File: src/vmon_pkg.sv
/*
 * Package for the two-channel voltage monitor event logic: register map,
 * field codes, reset values and timing constants.
 * Assumes a single 40 MHz core clock and a plain strobe register port.
 */
package vmon_pkg;
	localparam int unsigned CLK_HZ         = 40_000_000;
	localparam int unsigned RELEASE_WAIT_US = 100;
	localparam int unsigned RELEASE_CYCLES  = (RELEASE_WAIT_US * (CLK_HZ / 1_000_000));

	// register byte offsets
	localparam logic [7:0] OFS_CH1_CFG   = 8'h00;
	localparam logic [7:0] OFS_CH2_CFG   = 8'h04;
	localparam logic [7:0] OFS_CH1_LVL   = 8'h08;
	localparam logic [7:0] OFS_CH2_LVL   = 8'h0C;
	localparam logic [7:0] OFS_STATUS    = 8'h10;
	localparam logic [7:0] OFS_CLEAR     = 8'h14;
	localparam logic [7:0] OFS_IRQ_EN    = 8'h18;
	localparam logic [7:0] OFS_LEVEL_RO  = 8'h1C;

	// detection action codes
	localparam logic [1:0] ACT_RESET = 2'h0;
	localparam logic [1:0] ACT_NMI   = 2'h1;
	localparam logic [1:0] ACT_IRQ   = 2'h2;
	localparam logic [1:0] ACT_NONE  = 2'h3;

	// crossing direction codes
	localparam logic [1:0] DIR_RISE = 2'h0;
	localparam logic [1:0] DIR_FALL = 2'h1;
	localparam logic [1:0] DIR_BOTH = 2'h2;

	localparam logic [7:0] VEC_CH1 = 8'h58;
	localparam logic [7:0] VEC_CH2 = 8'h59;

	localparam logic [3:0] PRIO_RESET   = 4'h3;
	localparam logic [7:0] DIV_RESET    = 8'h01;
	localparam logic [8:0] LEVEL_RESET  = 9'h12C;

	typedef struct packed {
		logic       used;
		logic       source_sel;
		logic       filt_en;
		logic [1:0] action;
		logic       release_mode;
		logic [1:0] direction;
		logic [3:0] prio;
		logic [7:0] div;
	} ch_cfg_t;

	localparam ch_cfg_t CFG_RESET = '{used: 1'b0, source_sel: 1'b0, filt_en: 1'b0, action: ACT_NMI,
		release_mode: 1'b0, direction: DIR_FALL, prio: PRIO_RESET, div: DIV_RESET};

	typedef struct packed {
		logic [7:0]  addr;
		logic [31:0] wdata;
		logic        wr;
		logic        rd;
	} reg_req_t;

	typedef struct packed {
		logic       valid;
		logic [7:0] vector;
		logic [3:0] prio;
	} irq_req_t;

	typedef enum logic [1:0] {
		RST_IDLE  = 2'b00,
		RST_HOLD  = 2'b01,
		RST_WAIT  = 2'b11
	} rst_state_t;
endpackage : vmon_pkg

File: src/voltage_monitor_event_logic.sv
/*
 * Two-channel voltage monitor event logic: source select, digital filter,
 * crossing detection, sticky crossing flags, action dispatch to reset,
 * non-maskable and maskable requests, and reset release timing.
 * Configuration, thresholds, flag clear and interrupt enable sit behind a
 * plain strobe register port with read data one cycle after the strobe.
 * Assumes the comparator outputs and the low-speed oscillator are
 * asynchronous to the core clock and are synchronised here with two flops;
 * the interrupt controller and the reset logic sample the registered outputs
 * on the same core clock.
 */
module voltage_monitor_event_logic (
	input  wire logic              core_clk_in,
	input  wire logic              sys_rst_in,
	input  wire vmon_pkg::reg_req_t reg_req_in,
	output logic [31:0]            reg_rdata_out,
	input  wire logic [1:0]        supply_above_in,
	input  wire logic [1:0]        external_compare_pin_in,
	input  wire logic              low_speed_osc_in,
	output logic [8:0]             ch1_level_out,
	output logic [8:0]             ch2_level_out,
	output vmon_pkg::irq_req_t     monitor_ch1_irq_out,
	output vmon_pkg::irq_req_t     monitor_ch2_irq_out,
	output logic                   nmi_out,
	output logic                   monitor_reset_out,
	output logic                   irq_out
);
	import vmon_pkg::*;

	typedef struct packed {
		ch_cfg_t [1:0]    cfg;
		logic [1:0][8:0]  level;
		logic [1:0]       status;
		logic [1:0]       irq_en;
		logic [1:0]       sup_s1;
		logic [1:0]       sup_s2;
		logic [1:0]       ext_s1;
		logic [1:0]       ext_s2;
		logic             osc1;
		logic             osc2;
		logic             osc_prev;
		logic [1:0][7:0]  div_cnt;
		logic [1:0]       filt;
		logic [1:0]       filt_cand;
		logic [1:0]       above_prev;
		rst_state_t [1:0] rst_st;
		logic [1:0][31:0] wait_cnt;
		logic [31:0]      rdata;
		irq_req_t [1:0]   irq;
		logic             nmi;
		logic             rst;
		logic             irq_line;
	} state_t;

	state_t s_r;
	state_t s_nxt;

	// channel in service with the given action code
	function automatic logic acts_as(input ch_cfg_t cfg, input logic [1:0] code);
		acts_as = cfg.used && (cfg.action == code);
	endfunction : acts_as

	// one more cycle of the release wait
	function automatic logic [31:0] wait_step(input logic [31:0] cnt);
		wait_step = cnt + 32'h0000_0001;
	endfunction : wait_step

	// wait runs out once the next count reaches the release time
	function automatic logic wait_done(input logic [31:0] cnt);
		wait_done = wait_step(cnt) >= RELEASE_CYCLES;
	endfunction : wait_done

	// divided oscillator: sample on the last tick of each ratio
	function automatic logic div_hit(input logic [7:0] cnt, input logic [7:0] ratio);
		div_hit = (cnt + 8'h01) >= ratio;
	endfunction : div_hit

	// priority zero is no level; lowest level instead
	function automatic logic [3:0] eff_prio(input logic [3:0] p);
		eff_prio = (p == 4'h0) ? 4'h1 : p;
	endfunction : eff_prio

	// channel state asks for the monitor reset
	function automatic logic holding(input rst_state_t st);
		holding = (st != RST_IDLE);
	endfunction : holding

	function automatic logic [31:0] cfg_word(input ch_cfg_t c);
		cfg_word = 32'(c);
	endfunction : cfg_word

	function automatic logic [31:0] lvl_word(input logic [8:0] l);
		lvl_word = 32'(l);
	endfunction : lvl_word

	function automatic logic crossed(input logic [1:0] dir, input logic prev, input logic cur);
		logic rise;
		logic fall;
		rise = !prev && cur;
		fall = prev && !cur;
		case (dir)
			DIR_RISE: crossed = rise;
			DIR_FALL: crossed = fall;
			DIR_BOTH: crossed = rise || fall;
			default:  crossed = 1'b0;
		endcase
	endfunction : crossed

	always_comb begin
		logic       osc_tick;
		logic [1:0] raw;
		logic [1:0] above;
		logic [1:0] hit;
		logic [1:0] clr;
		s_nxt = s_r;
		hit = '0;
		clr = '0;
		raw = '0;
		above = '0;
		osc_tick = 1'b0;

		// two-flop synchronisers on both comparator sources
		s_nxt.sup_s1 = supply_above_in;
		s_nxt.sup_s2 = s_r.sup_s1;
		s_nxt.ext_s1 = external_compare_pin_in;
		s_nxt.ext_s2 = s_r.ext_s1;

		// rising edge of the synchronised low-speed oscillator
		s_nxt.osc1 = low_speed_osc_in;
		s_nxt.osc2 = s_r.osc1;
		s_nxt.osc_prev = s_r.osc2;
		osc_tick = s_r.osc2 && !s_r.osc_prev;
		for (int i = 0; i < 2; i++) begin
			raw[i] = s_r.cfg[i].source_sel ? s_r.ext_s2[i] : s_r.sup_s2[i];
		end
		above = '0;
		for (int i = 0; i < 2; i++) begin
			// divided oscillator sampling; two equal samples pass the filter
			if (osc_tick) begin
				if (div_hit(s_r.div_cnt[i], s_r.cfg[i].div)) begin
					s_nxt.div_cnt[i] = '0;
					s_nxt.filt_cand[i] = raw[i];
					if (s_r.filt_cand[i] == raw[i]) begin
						s_nxt.filt[i] = raw[i];
					end
				end else begin
					s_nxt.div_cnt[i] = s_r.div_cnt[i] + 8'h01;
				end
			end
			above[i] = s_r.cfg[i].filt_en ? s_r.filt[i] : raw[i];
			s_nxt.above_prev[i] = above[i];
			if (s_r.cfg[i].used) begin
				hit[i] = crossed(s_r.cfg[i].direction, s_r.above_prev[i], above[i]);
			end
		end

		for (int i = 0; i < 2; i++) begin
			// reset sequencing per channel
			case (s_r.rst_st[i])
				RST_IDLE: begin
					if (acts_as(s_r.cfg[i], ACT_RESET) && !above[i]) begin
						s_nxt.rst_st[i] = RST_HOLD;
						s_nxt.wait_cnt[i] = '0;
					end
				end
				RST_HOLD: begin
					s_nxt.wait_cnt[i] = wait_step(s_r.wait_cnt[i]);
					if (s_r.cfg[i].release_mode) begin
						if (wait_done(s_r.wait_cnt[i])) begin
							s_nxt.rst_st[i] = RST_IDLE;
						end
					end else if (above[i]) begin
						s_nxt.rst_st[i] = RST_WAIT;
						s_nxt.wait_cnt[i] = '0;
					end
				end
				RST_WAIT: begin
					s_nxt.wait_cnt[i] = wait_step(s_r.wait_cnt[i]);
					if (!above[i]) begin
						s_nxt.rst_st[i] = RST_HOLD;
						s_nxt.wait_cnt[i] = '0;
					end else if (wait_done(s_r.wait_cnt[i])) begin
						s_nxt.rst_st[i] = RST_IDLE;
					end
				end
				default: s_nxt.rst_st[i] = RST_IDLE;
			endcase
		end

		// register writes
		if (reg_req_in.wr) begin
			case (reg_req_in.addr)
				OFS_CH1_CFG: begin
					s_nxt.cfg[0] = reg_req_in.wdata[$bits(ch_cfg_t)-1:0];
				end
				OFS_CH2_CFG: begin
					s_nxt.cfg[1] = reg_req_in.wdata[$bits(ch_cfg_t)-1:0];
				end
				OFS_CH1_LVL: begin
					s_nxt.level[0] = reg_req_in.wdata[8:0];
				end
				OFS_CH2_LVL: begin
					s_nxt.level[1] = reg_req_in.wdata[8:0];
				end
				OFS_CLEAR: begin
					clr = reg_req_in.wdata[1:0];
				end
				OFS_IRQ_EN: begin
					s_nxt.irq_en = reg_req_in.wdata[1:0];
				end
				default: ;
			endcase
		end

		// sticky flags: set wins over clear
		s_nxt.status = (s_r.status & ~clr) | hit;
		s_nxt.nmi = 1'b0;
		for (int i = 0; i < 2; i++) begin
			if (acts_as(s_r.cfg[i], ACT_NMI) && hit[i]) begin
				s_nxt.nmi = 1'b1;
			end
			s_nxt.irq[i].valid = acts_as(s_r.cfg[i], ACT_IRQ) && hit[i];
			s_nxt.irq[i].prio = eff_prio(s_r.cfg[i].prio);
		end
		s_nxt.irq[0].vector = VEC_CH1;
		s_nxt.irq[1].vector = VEC_CH2;
		s_nxt.rst = holding(s_nxt.rst_st[0]) || holding(s_nxt.rst_st[1]);
		// level request while an enabled flag stands
		s_nxt.irq_line = |(s_nxt.status & s_nxt.irq_en);

		// register reads, data valid one cycle later
		s_nxt.rdata = '0;
		if (reg_req_in.rd) begin
			case (reg_req_in.addr)
				OFS_CH1_CFG: begin
					s_nxt.rdata = cfg_word(s_r.cfg[0]);
				end
				OFS_CH2_CFG: begin
					s_nxt.rdata = cfg_word(s_r.cfg[1]);
				end
				OFS_CH1_LVL: begin
					s_nxt.rdata = lvl_word(s_r.level[0]);
				end
				OFS_CH2_LVL: begin
					s_nxt.rdata = lvl_word(s_r.level[1]);
				end
				OFS_STATUS: begin
					s_nxt.rdata = 32'(s_r.status);
				end
				OFS_IRQ_EN: begin
					s_nxt.rdata = 32'(s_r.irq_en);
				end
				OFS_LEVEL_RO: begin
					s_nxt.rdata = 32'({holding(s_r.rst_st[1]), holding(s_r.rst_st[0]), above});
				end
				default:      s_nxt.rdata = '0;
			endcase
		end
	end

	always_ff @(posedge core_clk_in) begin
		if (sys_rst_in) begin
			s_r <= '0;
			s_r.cfg[0] <= CFG_RESET;
			s_r.cfg[1] <= CFG_RESET;
			s_r.level[0] <= LEVEL_RESET;
			s_r.level[1] <= LEVEL_RESET;
			s_r.above_prev <= 2'h3;
			s_r.filt <= 2'h3;
			s_r.filt_cand <= 2'h3;
			// comparator pins idle high; no false crossing after reset
			s_r.sup_s1 <= 2'h3;
			s_r.sup_s2 <= 2'h3;
			s_r.ext_s1 <= 2'h3;
			s_r.ext_s2 <= 2'h3;
		end else begin
			s_r <= s_nxt;
		end
	end

	assign reg_rdata_out = s_r.rdata;
	assign ch1_level_out = s_r.level[0];
	assign ch2_level_out = s_r.level[1];
	assign monitor_ch1_irq_out = s_r.irq[0];
	assign monitor_ch2_irq_out = s_r.irq[1];
	assign nmi_out = s_r.nmi;
	assign monitor_reset_out = s_r.rst;
	assign irq_out = s_r.irq_line;
endmodule : voltage_monitor_event_logic

File: config.mk
export PLATFORM = sky130hd
export DESIGN_NAME = voltage_monitor_event_logic
export DESIGN_NICKNAME = d
export VERILOG_FILES = /design/src/vmon_pkg.sv /design/src/voltage_monitor_event_logic.sv
export SDC_FILE = /design/constraint.sdc
export NUM_CORES = 1
export LEC_CHECK = 0
export BUFFER_PORTS_ARGS = -buffer_cell sky130_fd_sc_hd__buf_2
export CAP_MARGIN = 25
export CORE_UTILIZATION = 59
export CTS_CLUSTER_SIZE = 24
export DETAILED_ROUTE_END_ITERATION = 16
export PLACE_DENSITY = 0.81
export SLEW_MARGIN = 20
export SYNTH_ARGS = -nofsm -noshare
export SYNTH_HDL_FRONTEND = slang
export SYNTH_SLANG_ARGS = --single-unit
File: constraint.sdc
create_clock -name core_clk_in -period 3.3 [get_ports core_clk_in]
set_clock_uncertainty 0.15 [all_clocks]
set_input_delay 0.66 -clock core_clk_in [delete_from_list [all_inputs] [get_ports core_clk_in]]
set_output_delay 0.66 -clock core_clk_in [all_outputs]
set_load 0.05 [all_outputs]
==> summary.md, run 1 <==
| Metric | Value |
|---|---|
| Setup TNS | 0 ns |
| DP HPWL | 17100 µm |
| Die width | about 140 µm |
| Crit path kind | reg2reg |
| Global-route usage over all layers | 27.0% |
| Routing usage on met3 | ~3.9% |
| Layout Nets | around 1400 |
| Max-slew headroom | between 40% and 50% |
| Final Max Slew Viols | 0 |
| Hold Vio Cnt, Final | 0 |
| Bufs on Longest Clock Path | 2 |
| Ranking of synthesized cells by area | dfxtp_1, nand2_1, a21oi_1 |
| PwrDens | 413 nW/µm² |
| Clock edge transition at the registers on the reported setup and hold paths | roughly 0.070 ns |
| Ant diodes | 0 |
| Post-synthesis cell type with the largest combined area | dfxtp_1 |
| Worst-Margin Slew | about 0.86 ns |
| DRC Markers | 0 |
| Worst-path fanout max | 8 |
| Synthesis-to-finish area growth | 7.43% |
| Global route total overflow | 0 |
| Core Rows | between 40 and 50 |
| CP Capture Type | flop |
| Htree depth | 4 |
| Max Clock Freq | between 0.3 and 0.4 GHz |
| Arr. time, crit path | ~3.3 ns |
| Bufs and invs on worst path | 0 |
| I/O Buffers | 94 |
| CTS buffer count | 17 |
| First-pass GRT wire length | between 40000 and 50000 µm |
| Chip Height | about 140 µm |
| Clk_lat worst skew | about 0.44 ns |
| FF+latch count, synth | between 150 and 200 |
| Critical R2R Capture | s_r[128]$_SDFF_PP0_ |
| Post-synth top area share | a little under two fifths |
| Clock tree from TritonCTS | yes |
| Drt via density | between 5 and 6 |
| Busiest grt layer | met2 |
| WL per Instance | roughly 16 µm |
| Slowest CP cell | or4_4 |
| Min-Delay Path Class | in2reg |
| Syn Area/Cell | around 8 µm² |
| Number of global-route vias before repair | between 8000 and 9000 |
| Core Region | approximately 17000 µm² |
| Pre-CTS WS | around 0.19 ns |
| Total wire length | between 20000 and 25000 µm |
| Layout cells sized above 1 | ~15% |
| Yosys warnings | 0 |
| Pre-Repair DR Iteration Count | 6 |
| Outcome | completed |
| Via count | around 9500 |
| Initial antenna violation count | 0 |
| Post-CTS Setup Bufs | 0 |
| Largest net degree at the start of global routing | roughly 90 |
| Antenna-violating nets left | 0 |
| CP Cell Sequence | nand3_1, or3_1, or4_4, xnor2_1, or4_1, a2111oi_4, a31oi_1, nor4b_1 |
| RSZ-0062 raised after global routing | no |
| Fin crit period | 3.13 ns |
| Startpoint class of the critical path | flop |
| Largest stage delay on the critical path | about 0.52 ns |
| Die Area | 18400 µm² |
| Worst path required time | around 3.5 ns |
| Cell count after synthesis | ~1400 |
| Post-CTS sizing | 0 |
| WHS Endpoint | s_nxt[155]$_SDFF_PP1_ |
| Met2 Resource Use GR | between 40% and 50% |
| Iteration-0 DRC Markers | 870 |
| Post-synth EDFFs | 0 |
| Clock sinks | slightly below 200 |
| Delay-heaviest family, CP | simple AND/OR/NAND/NOR gates |
| Synth Flop Type | dfxtp_1 |
| Final setup margin | around 0.17 ns |
| Worst vdd ir | roughly 0.37 mV |
| Synth async-reset ratio | 0% |
| Post-Syn Area | 10600 µm² |
| Leakage Power | between 0.004 and 0.005 µW |
| HP Start | external_compare_pin_in[1] |
| Seq/Total Area, Yosys | a little under two fifths |
| Worst R2R Start | s_r[108]$_SDFFE_PP0P_ |
| Boundary pin count | approximately 130 |
| Final Setup Violations | 0 |
| Max Cap Violations | 0 |
| Post-synth cell types | 79 |
| Total power | roughly 4700 µW |
| FF-to-FF path depth | 8 |
| R2R Setup Slk | between 0.15 and 0.2 ns |
| Initial Util | ~60% |
| M1 GR Usage | approximately 36% |
| Root cell of the clock tree | clkbuf_16 |
| Routability Congestion | just over 0.9 |
| CTS Hold Bufs | 0 |
| Hold depth | 2 |
| Final period utilization | between 90% and 100% |
-- cell usage in the layout, fill, tap and decap left out, types with 5 or more instances in the layout --
| master | count |
|---|---|
| xnor2_1 | 22 |
| clkbuf_16 | 17 |
| dfxtp_1 | 197 |
| xor2_1 | 15 |
| nor2b_1 | 12 |
| nand2b_1 | 5 |
| a211oi_1 | 6 |
| buf_2 | 93 |
| inv_1 | 31 |
| a311oi_1 | 17 |
| conb_1 | 21 |
| and4_1 | 6 |
| o21ai_0 | 59 |
| nor4_1 | 23 |
| nand4_1 | 19 |
| a21oi_1 | 126 |
| ha_1 | 26 |
| a31oi_1 | 17 |
| nand3b_1 | 8 |
| nand3_1 | 94 |
| a21o_1 | 10 |
| and2_1 | 10 |
| mux2i_1 | 8 |
| or4_1 | 6 |
| nor3_1 | 24 |
| a22oi_1 | 27 |
| nor2_1 | 104 |
| nand2_1 | 186 |
| or2_2 | 13 |
| or3_1 | 15 |
| buf_4 | 40 |
| and3_1 | 16 |
-- cell families (layout without fill, tap and decap cells) --
logic type,count (synthesis),in the layout,share of synthesized area [%]
compound gates,303,303,17.8
fa+ha+maj,26,26,3.08
flops,197,197,37.3
mux,14,14,1.45
other cells,1,21,0.0355
buf+inv,200,197,10.2
xor+xnor,37,37,3.07
simple gates,572,572,27.0
-- through the flow --
step	util, %	hold slack, ns	cell area, µm²	instances
2_1_floorplan	-	0.239	10600	1370
3_3_place_gp	61.7	0.244	10700	1559
3_5_place_dp	61.7	0.243	10700	1559
4_1_cts	65.0	0.239	11300	1591
5_1_grt	65.1	0.244	11300	1592
6_report	65.1	0.245	11300	1592
-- synth_stat cells (5+ instances only) --
library cell and n:
a21o_1 10, a311oi_1 17, nand3_1 94, a21oi_1 126, a31oi_1 17, nand3b_1 8
nor2b_1 12, or3_1 15, dfxtp_1 197, or4_1 6, inv_1 31, buf_4 81
and4_1 6, clkbuf_1 72, nor2_1 104, o21ai_0 59, and3_1 16, nand2_1 186
nand2b_1 5, nor3_1 24, nand4_1 19, xor2_1 15, nor4b_1 6, a22oi_1 27
ha_1 26, xnor2_1 22, nor4_1 23, a211oi_1 6, buf_2 8, mux2i_1 8
and2_1 10, or2_2 13
-- layout make-up --
type	count	area [µm²]
clock buffer	17	425
clock inverter	15	158
fill	1475	6070
inverter	31	116
multi-input combinational	973	5630
sequential	197	3940
tap	225	282
timing repair buffer	134	786
-- sequential cells by signal, summed over array words and instances, names as in the netlist --
register / count
ch1_level_out: 9
ch2_level_out: 9
irq_out: 1
monitor_ch1_irq_out: 5
monitor_ch2_irq_out: 6
monitor_reset_out: 1
nmi_out: 1
reg_rdata_out: 20
s_nxt: 6
s_r: 139
-- report_power, final --
part | total (µW) | switching [µW] | internal [µW]
sequential | 2400 | 12.4 | 2390
clock | 2020 | 1010 | 1010
combinational | 266 | 203 | 63.2
total | 4690 | 1220 | 3470
-- worst reg2reg max path, cell delays in order, from the launching register on --
cell and delay, ns:
dfxtp_1 0.47, nand3_1 0.17, or3_1 0.42, or4_4 0.52, xnor2_1 0.14, or4_1 0.47, a2111oi_4 0.24, a31oi_1 0.13
nor4b_1 0.30
-- per-layer routing --
layer,part of all wire [%],wire length (µm)
met4,1.7,418
met2,46,11400
met3,6.4,1590
met5,0,0
met1,46,11300
-- how the worst max path moves through the flow --
stage | startpoint | endpoint | slack, ns | depth (start not counted)
3_3_place_gp | s_r[108]$_SDFFE_PP0P_ | s_r[128]$_SDFF_PP0_ | 0.33 | 8
6_report | s_r[108]$_SDFFE_PP0P_ | s_r[128]$_SDFF_PP0_ | 0.17 | 8
2_1_floorplan | s_r[111]$_SDFFE_PP0P_ | s_r[128]$_SDFF_PP0_ | 0.50 | 9
3_5_place_dp | s_r[111]$_SDFFE_PP0P_ | s_r[128]$_SDFF_PP0_ | 0.19 | 8
5_1_grt | s_r[143]$_SDFFE_PP0P_ | s_r[148]$_SDFFE_PP0P_ | 0.004 | 10
4_1_cts | s_r[108]$_SDFFE_PP0P_ | s_r[128]$_SDFF_PP0_ | 0.17 | 8
Power figures use the tool's default switching activity.
==> inputs of run 2 (changes only) <==
- ABC_AREA: not set -> 1
==> run 2 against run 1 <==
Net effect:
- first-iteration DRC count is 12% lower
- clock-buffer cell count is 1 higher
- sequential share of layout area is 0.64 points higher
- via count is 1.1% lower
- critical path depth is 4 higher
- global-route usage is 0.48 points lower
- routed wire length is 4.7% lower
- largest power group unchanged
==> summary.md, run 2 <==
| Metric | Value |
|---|---|
| Outcome | completed |
| Largest stage delay on the critical path | 0.49 ns (-0.03 ns) |
| Clk network pwr share | 43.3% (+0.3 points) |
| Pre-Repair DR Iteration Count | 6 (unchanged) |
| Routability Congestion | 0.928 (+1.8%) |
| Post-synth EDFFs | 0 (unchanged) |
| Iteration-0 DRC Markers | 769 (-12%) |
| Cell count after synthesis | 1505 (+11%) |
| Switching Share | 25.2% (-0.87 points) |
| Min-Delay Path Class | reg2reg |
| Max Clock Freq | 0.360 GHz (+13%) |
| Ant diodes | 0 (unchanged) |
| Leakage Power | 0.00451 µW (+7.6%) |
| Post-synth top area share | 38.0% (+0.70 points) |
| Layout cells sized above 1 | 12.4% (-2.6 points) |
| Clock sinks | 197 (unchanged) |
| Global-route usage over all layers | 26.5% (-0.48 points) |
| DP HPWL | 17000 µm (-0.69%) |
| Drt via density | 5.33 (-11%) |
| Worst path required time | 3.43 ns (-0.04 ns) |
| Most frequent CP cell | nand2_1 |
| Number of global-route vias before repair | 8399 (-0.47%) |
| Post-synth top cells | nand2_1, dfxtp_1, nor2_1 |
| Placed Cells | 1738 (+11%) |
| Hold Vio Cnt, Final | 0 (unchanged) |
| Largest Register | s_r |
| FF-to-FF path depth | 12 (+4) |
| Post-Syn Area | 10400 µm² (-1.8%) |
| Largest net degree at the start of global routing | 70 (-20%) |
| Minimum hold slack | 0.255 ns (+0.0108 ns) |
| Post-CTS sizing | 0 (unchanged) |
| Core Rows | 48 (unchanged) |
| Total wire length | 23500 µm (-4.7%) |
| Fin crit period | 2.78 ns (-0.356 ns) |
| Switch Pwr | 1160 µW (-5.3%) |
| Synth Flop Type | dfxtp_1 |
| I/O Buffers | 94 (unchanged) |
| Total power | 4590 µW (-2.0%) |
| Chip Height | 135 µm (-0.91%) |
| Hold depth | 2 (unchanged) |
| P_int | 3430 µW (-0.88%) |
| Adder-cell area share of the yosys netlist | 3.14% (+0.058 points) |
| Post-Synth Simple-Gate Area | 29.8% (+2.8 points) |
| Clock tree from TritonCTS | yes |
| CP Cell Sequence | inv_1, nand2_1, nand2_1, inv_1, nand2_1, o21a_1, nor4_1, nand2_1, nand2_1, inv_1, nor2_1, nor4_1 |
| WL per Instance | 13.3 µm (-14%) |
| CP Capture Type | flop |
| PwrDens | 412 nW/µm² (-0.22%) |
| Clk_lat worst skew | 0.43 ns (about the same) |
| Die width | 135 µm (-0.91%) |
| Logic gate share of total power | 4.6% (-1.1 points) |
| Max-slew headroom | 31.9% (-11 points) |
| Ranking of synthesized cells by area | dfxtp_1, nand2_1, a21oi_1 |
| Final Setup Violations | 0 (unchanged) |
| Worst vdd ir | 0.364 mV (-2.3%) |
| Global route total overflow | 0 (unchanged) |
| Via count | 9442 (-1.1%) |
| Slowest CP cell | nor4_1 |
| FF+latch count, synth | 197 (unchanged) |
| Stages on worst setup path | 12 (+4) |
| Post-synthesis cell type with the largest combined area | dfxtp_1 |
| Post-synthesis mux area share | 0% (-1.4 points) |
| Synth async-reset ratio | 0% (unchanged) |
| Post-synth cell types | 43 (-46%) |
| Largest family of logic cells by synthesized area | simple AND/OR/NAND/NOR gates |
| Seq pwr share | 52.1% (+0.8 points) |
| Startpoint class of the critical path | flop |
| Boundary pin count | 128 (unchanged) |
| Final period utilization | 84.2% (-11 points) |
| Antenna-violating nets left | 0 (unchanged) |
| Post-CTS Setup Bufs | 0 (unchanged) |
| First-pass GRT wire length | 39000 µm (-3.7%) |
| Layout Nets | 1607 (+12%) |
| Bufs on Longest Clock Path | 2 (unchanged) |
| Fillers | 1533 (+3.9%) |
| Die Area | 18100 µm² (-1.8%) |
| Htree depth | 4 (unchanged) |
| Most frequent cells in the layout | nand2_1, dfxtp_1, nor2_1, a21oi_1, inv_1 |
| Root cell of the clock tree | clkbuf_16 |
| Arr. time, crit path | 2.91 ns (-0.40 ns) |
| Seq/Total Area, Yosys | 38.0% (+0.70 points) |
| Commonest non-fill, non-tap cell in the layout | nand2_1 |
| Setup TNS | 0 ns (unchanged) |
| Max Cap Violations | 0 (unchanged) |
| Compound-Gate Fraction of Synth Area | 13.7% (-4.1 points) |
| Max reg flops | 139 (unchanged) |
| Yosys warnings | 0 (unchanged) |
| Initial antenna violation count | 0 (unchanged) |
| Worst-path fanout max | 31 (+23) |
| Layout Cells excl Fill | 1770 (+11%) |
| Delay-heaviest family, CP | simple AND/OR/NAND/NOR gates |
| Clock edge transition at the registers on the reported setup and hold paths | 0.07 ns (about the same) |
| XOR/XNOR share of the synthesized area | 2.87% (-0.20 points) |
| Most frequent cell after synthesis | nand2_1 |
| Crit path kind | reg2reg |
| CTS buffer count | 17 (unchanged) |
| Initial Util | 60.1% (-0.49 points) |
| RSZ-0062 raised after global routing | no |
| Syn Area/Cell | 6.89 µm² (-12%) |
| Worst-Margin Slew | 1.01 ns (+0.145 ns) |
| Synthesis-to-finish area growth | 7.46% (about the same) |
| Core Region | 17200 µm² (-1.0%) |
| Bufs and invs on worst path | 3 (+3) |
| Final Max Slew Viols | 0 (unchanged) |
| CTS Hold Bufs | 0 (unchanged) |
| DRC Markers | 0 (unchanged) |
==> run 2: cell types whose count changed after synthesis, sizes merged, moves of 17 or more <==
| cell | before | now |
|---|---|---|
| a22oi | 27 | 1 |
| clkbuf | 74 | 40 |
| nor3 | 26 | 7 |
| a21oi | 126 | 150 |
| nor2 | 105 | 172 |
| nand2 | 187 | 415 |
| nor4 | 25 | 6 |
| a311oi | 17 | 0 |
| inv | 31 | 144 |
| nand3 | 95 | 73 |
==> run 2: layer usage <==
metal	part of all wire (%)	global-route usage [%]
met5	0	0
met4	1.7	9.86
met3	5.1	3.57
met2	48	45.7
met1	45	33.8
==> run 2: area by class of cell <==
class | count | area (µm²) | area share [%]
clock buffers | 18 | 429 | 3.85
clock inverters | 14 | 143 | 1.28
repair buffers | 108 | 578 | 5.19
inverters | 147 | 552 | 4.95
well taps | 225 | 282 | 2.53
multi-input cells | 1061 | 5210 | 46.8
flip-flops and latches | 197 | 3940 | 35.4
==> run 2: cell families after synthesis <==
family,after synthesis
and+or+nand+nor,721
buffers and inverters,267
xor gates and xnor gates,34
adders and majority gates,26
other,1
DFF,197
AOI/OAI and AO/OA,259
==> run 2: path summary, 6_finish.rpt <==
| kind | start | end | slack [ns] |
|---|---|---|---|
| worst max-delay path | s_r[202]$_SDFFE_PP0P_ | s_r[65]$_SDFFE_PP0P_ | 0.52 |
| worst max register to register | s_r[202]$_SDFFE_PP0P_ | s_r[65]$_SDFFE_PP0P_ | 0.52 |
| worst min register to register | s_nxt[152]$_SDFF_PP0_ | s_nxt[151]$_SDFF_PP0_ | 0.26 |
| worst min-delay path | s_nxt[152]$_SDFF_PP0_ | s_nxt[151]$_SDFF_PP0_ | 0.26 |
==> run 2: power by group through the flow <==
| stage | logic (µW) | clock network (µW) | registers, µW |
|---|---|---|---|
| 2_1_floorplan | 179 | 0 | 2450 |
| 3_3_place_gp | 208 | 0 | 2450 |
| 3_5_place_dp | 210 | 0 | 2450 |
| 4_1_cts | 211 | 2010 | 2390 |
| 5_1_grt | 230 | 2120 | 2390 |
| 6_report | 213 | 1990 | 2390 |
==> run 2: tightest hold or removal path, delay by kind of cell (launching register included) <==
| kind | cells | cell delay, ns |
|---|---|---|
| AND/OR/NAND/NOR | 1 | 0.03 |
| flip-flops | 1 | 0.30 |
| buffers and inverters | 1 | 0.04 |
==> run 2: per-stage QoR <==
step | utilization, % | worst slack (ns) | area [µm²]
after detailed placement | 61.3 | 0.172 | 10600
after floorplan | - | 0.994 | 10400
after global routing | 64.6 | 0.281 | 11100
after CTS | 64.6 | 0.561 | 11100
after global placement | 61.3 | 0.327 | 10600
final | 64.6 | 0.521 | 11100
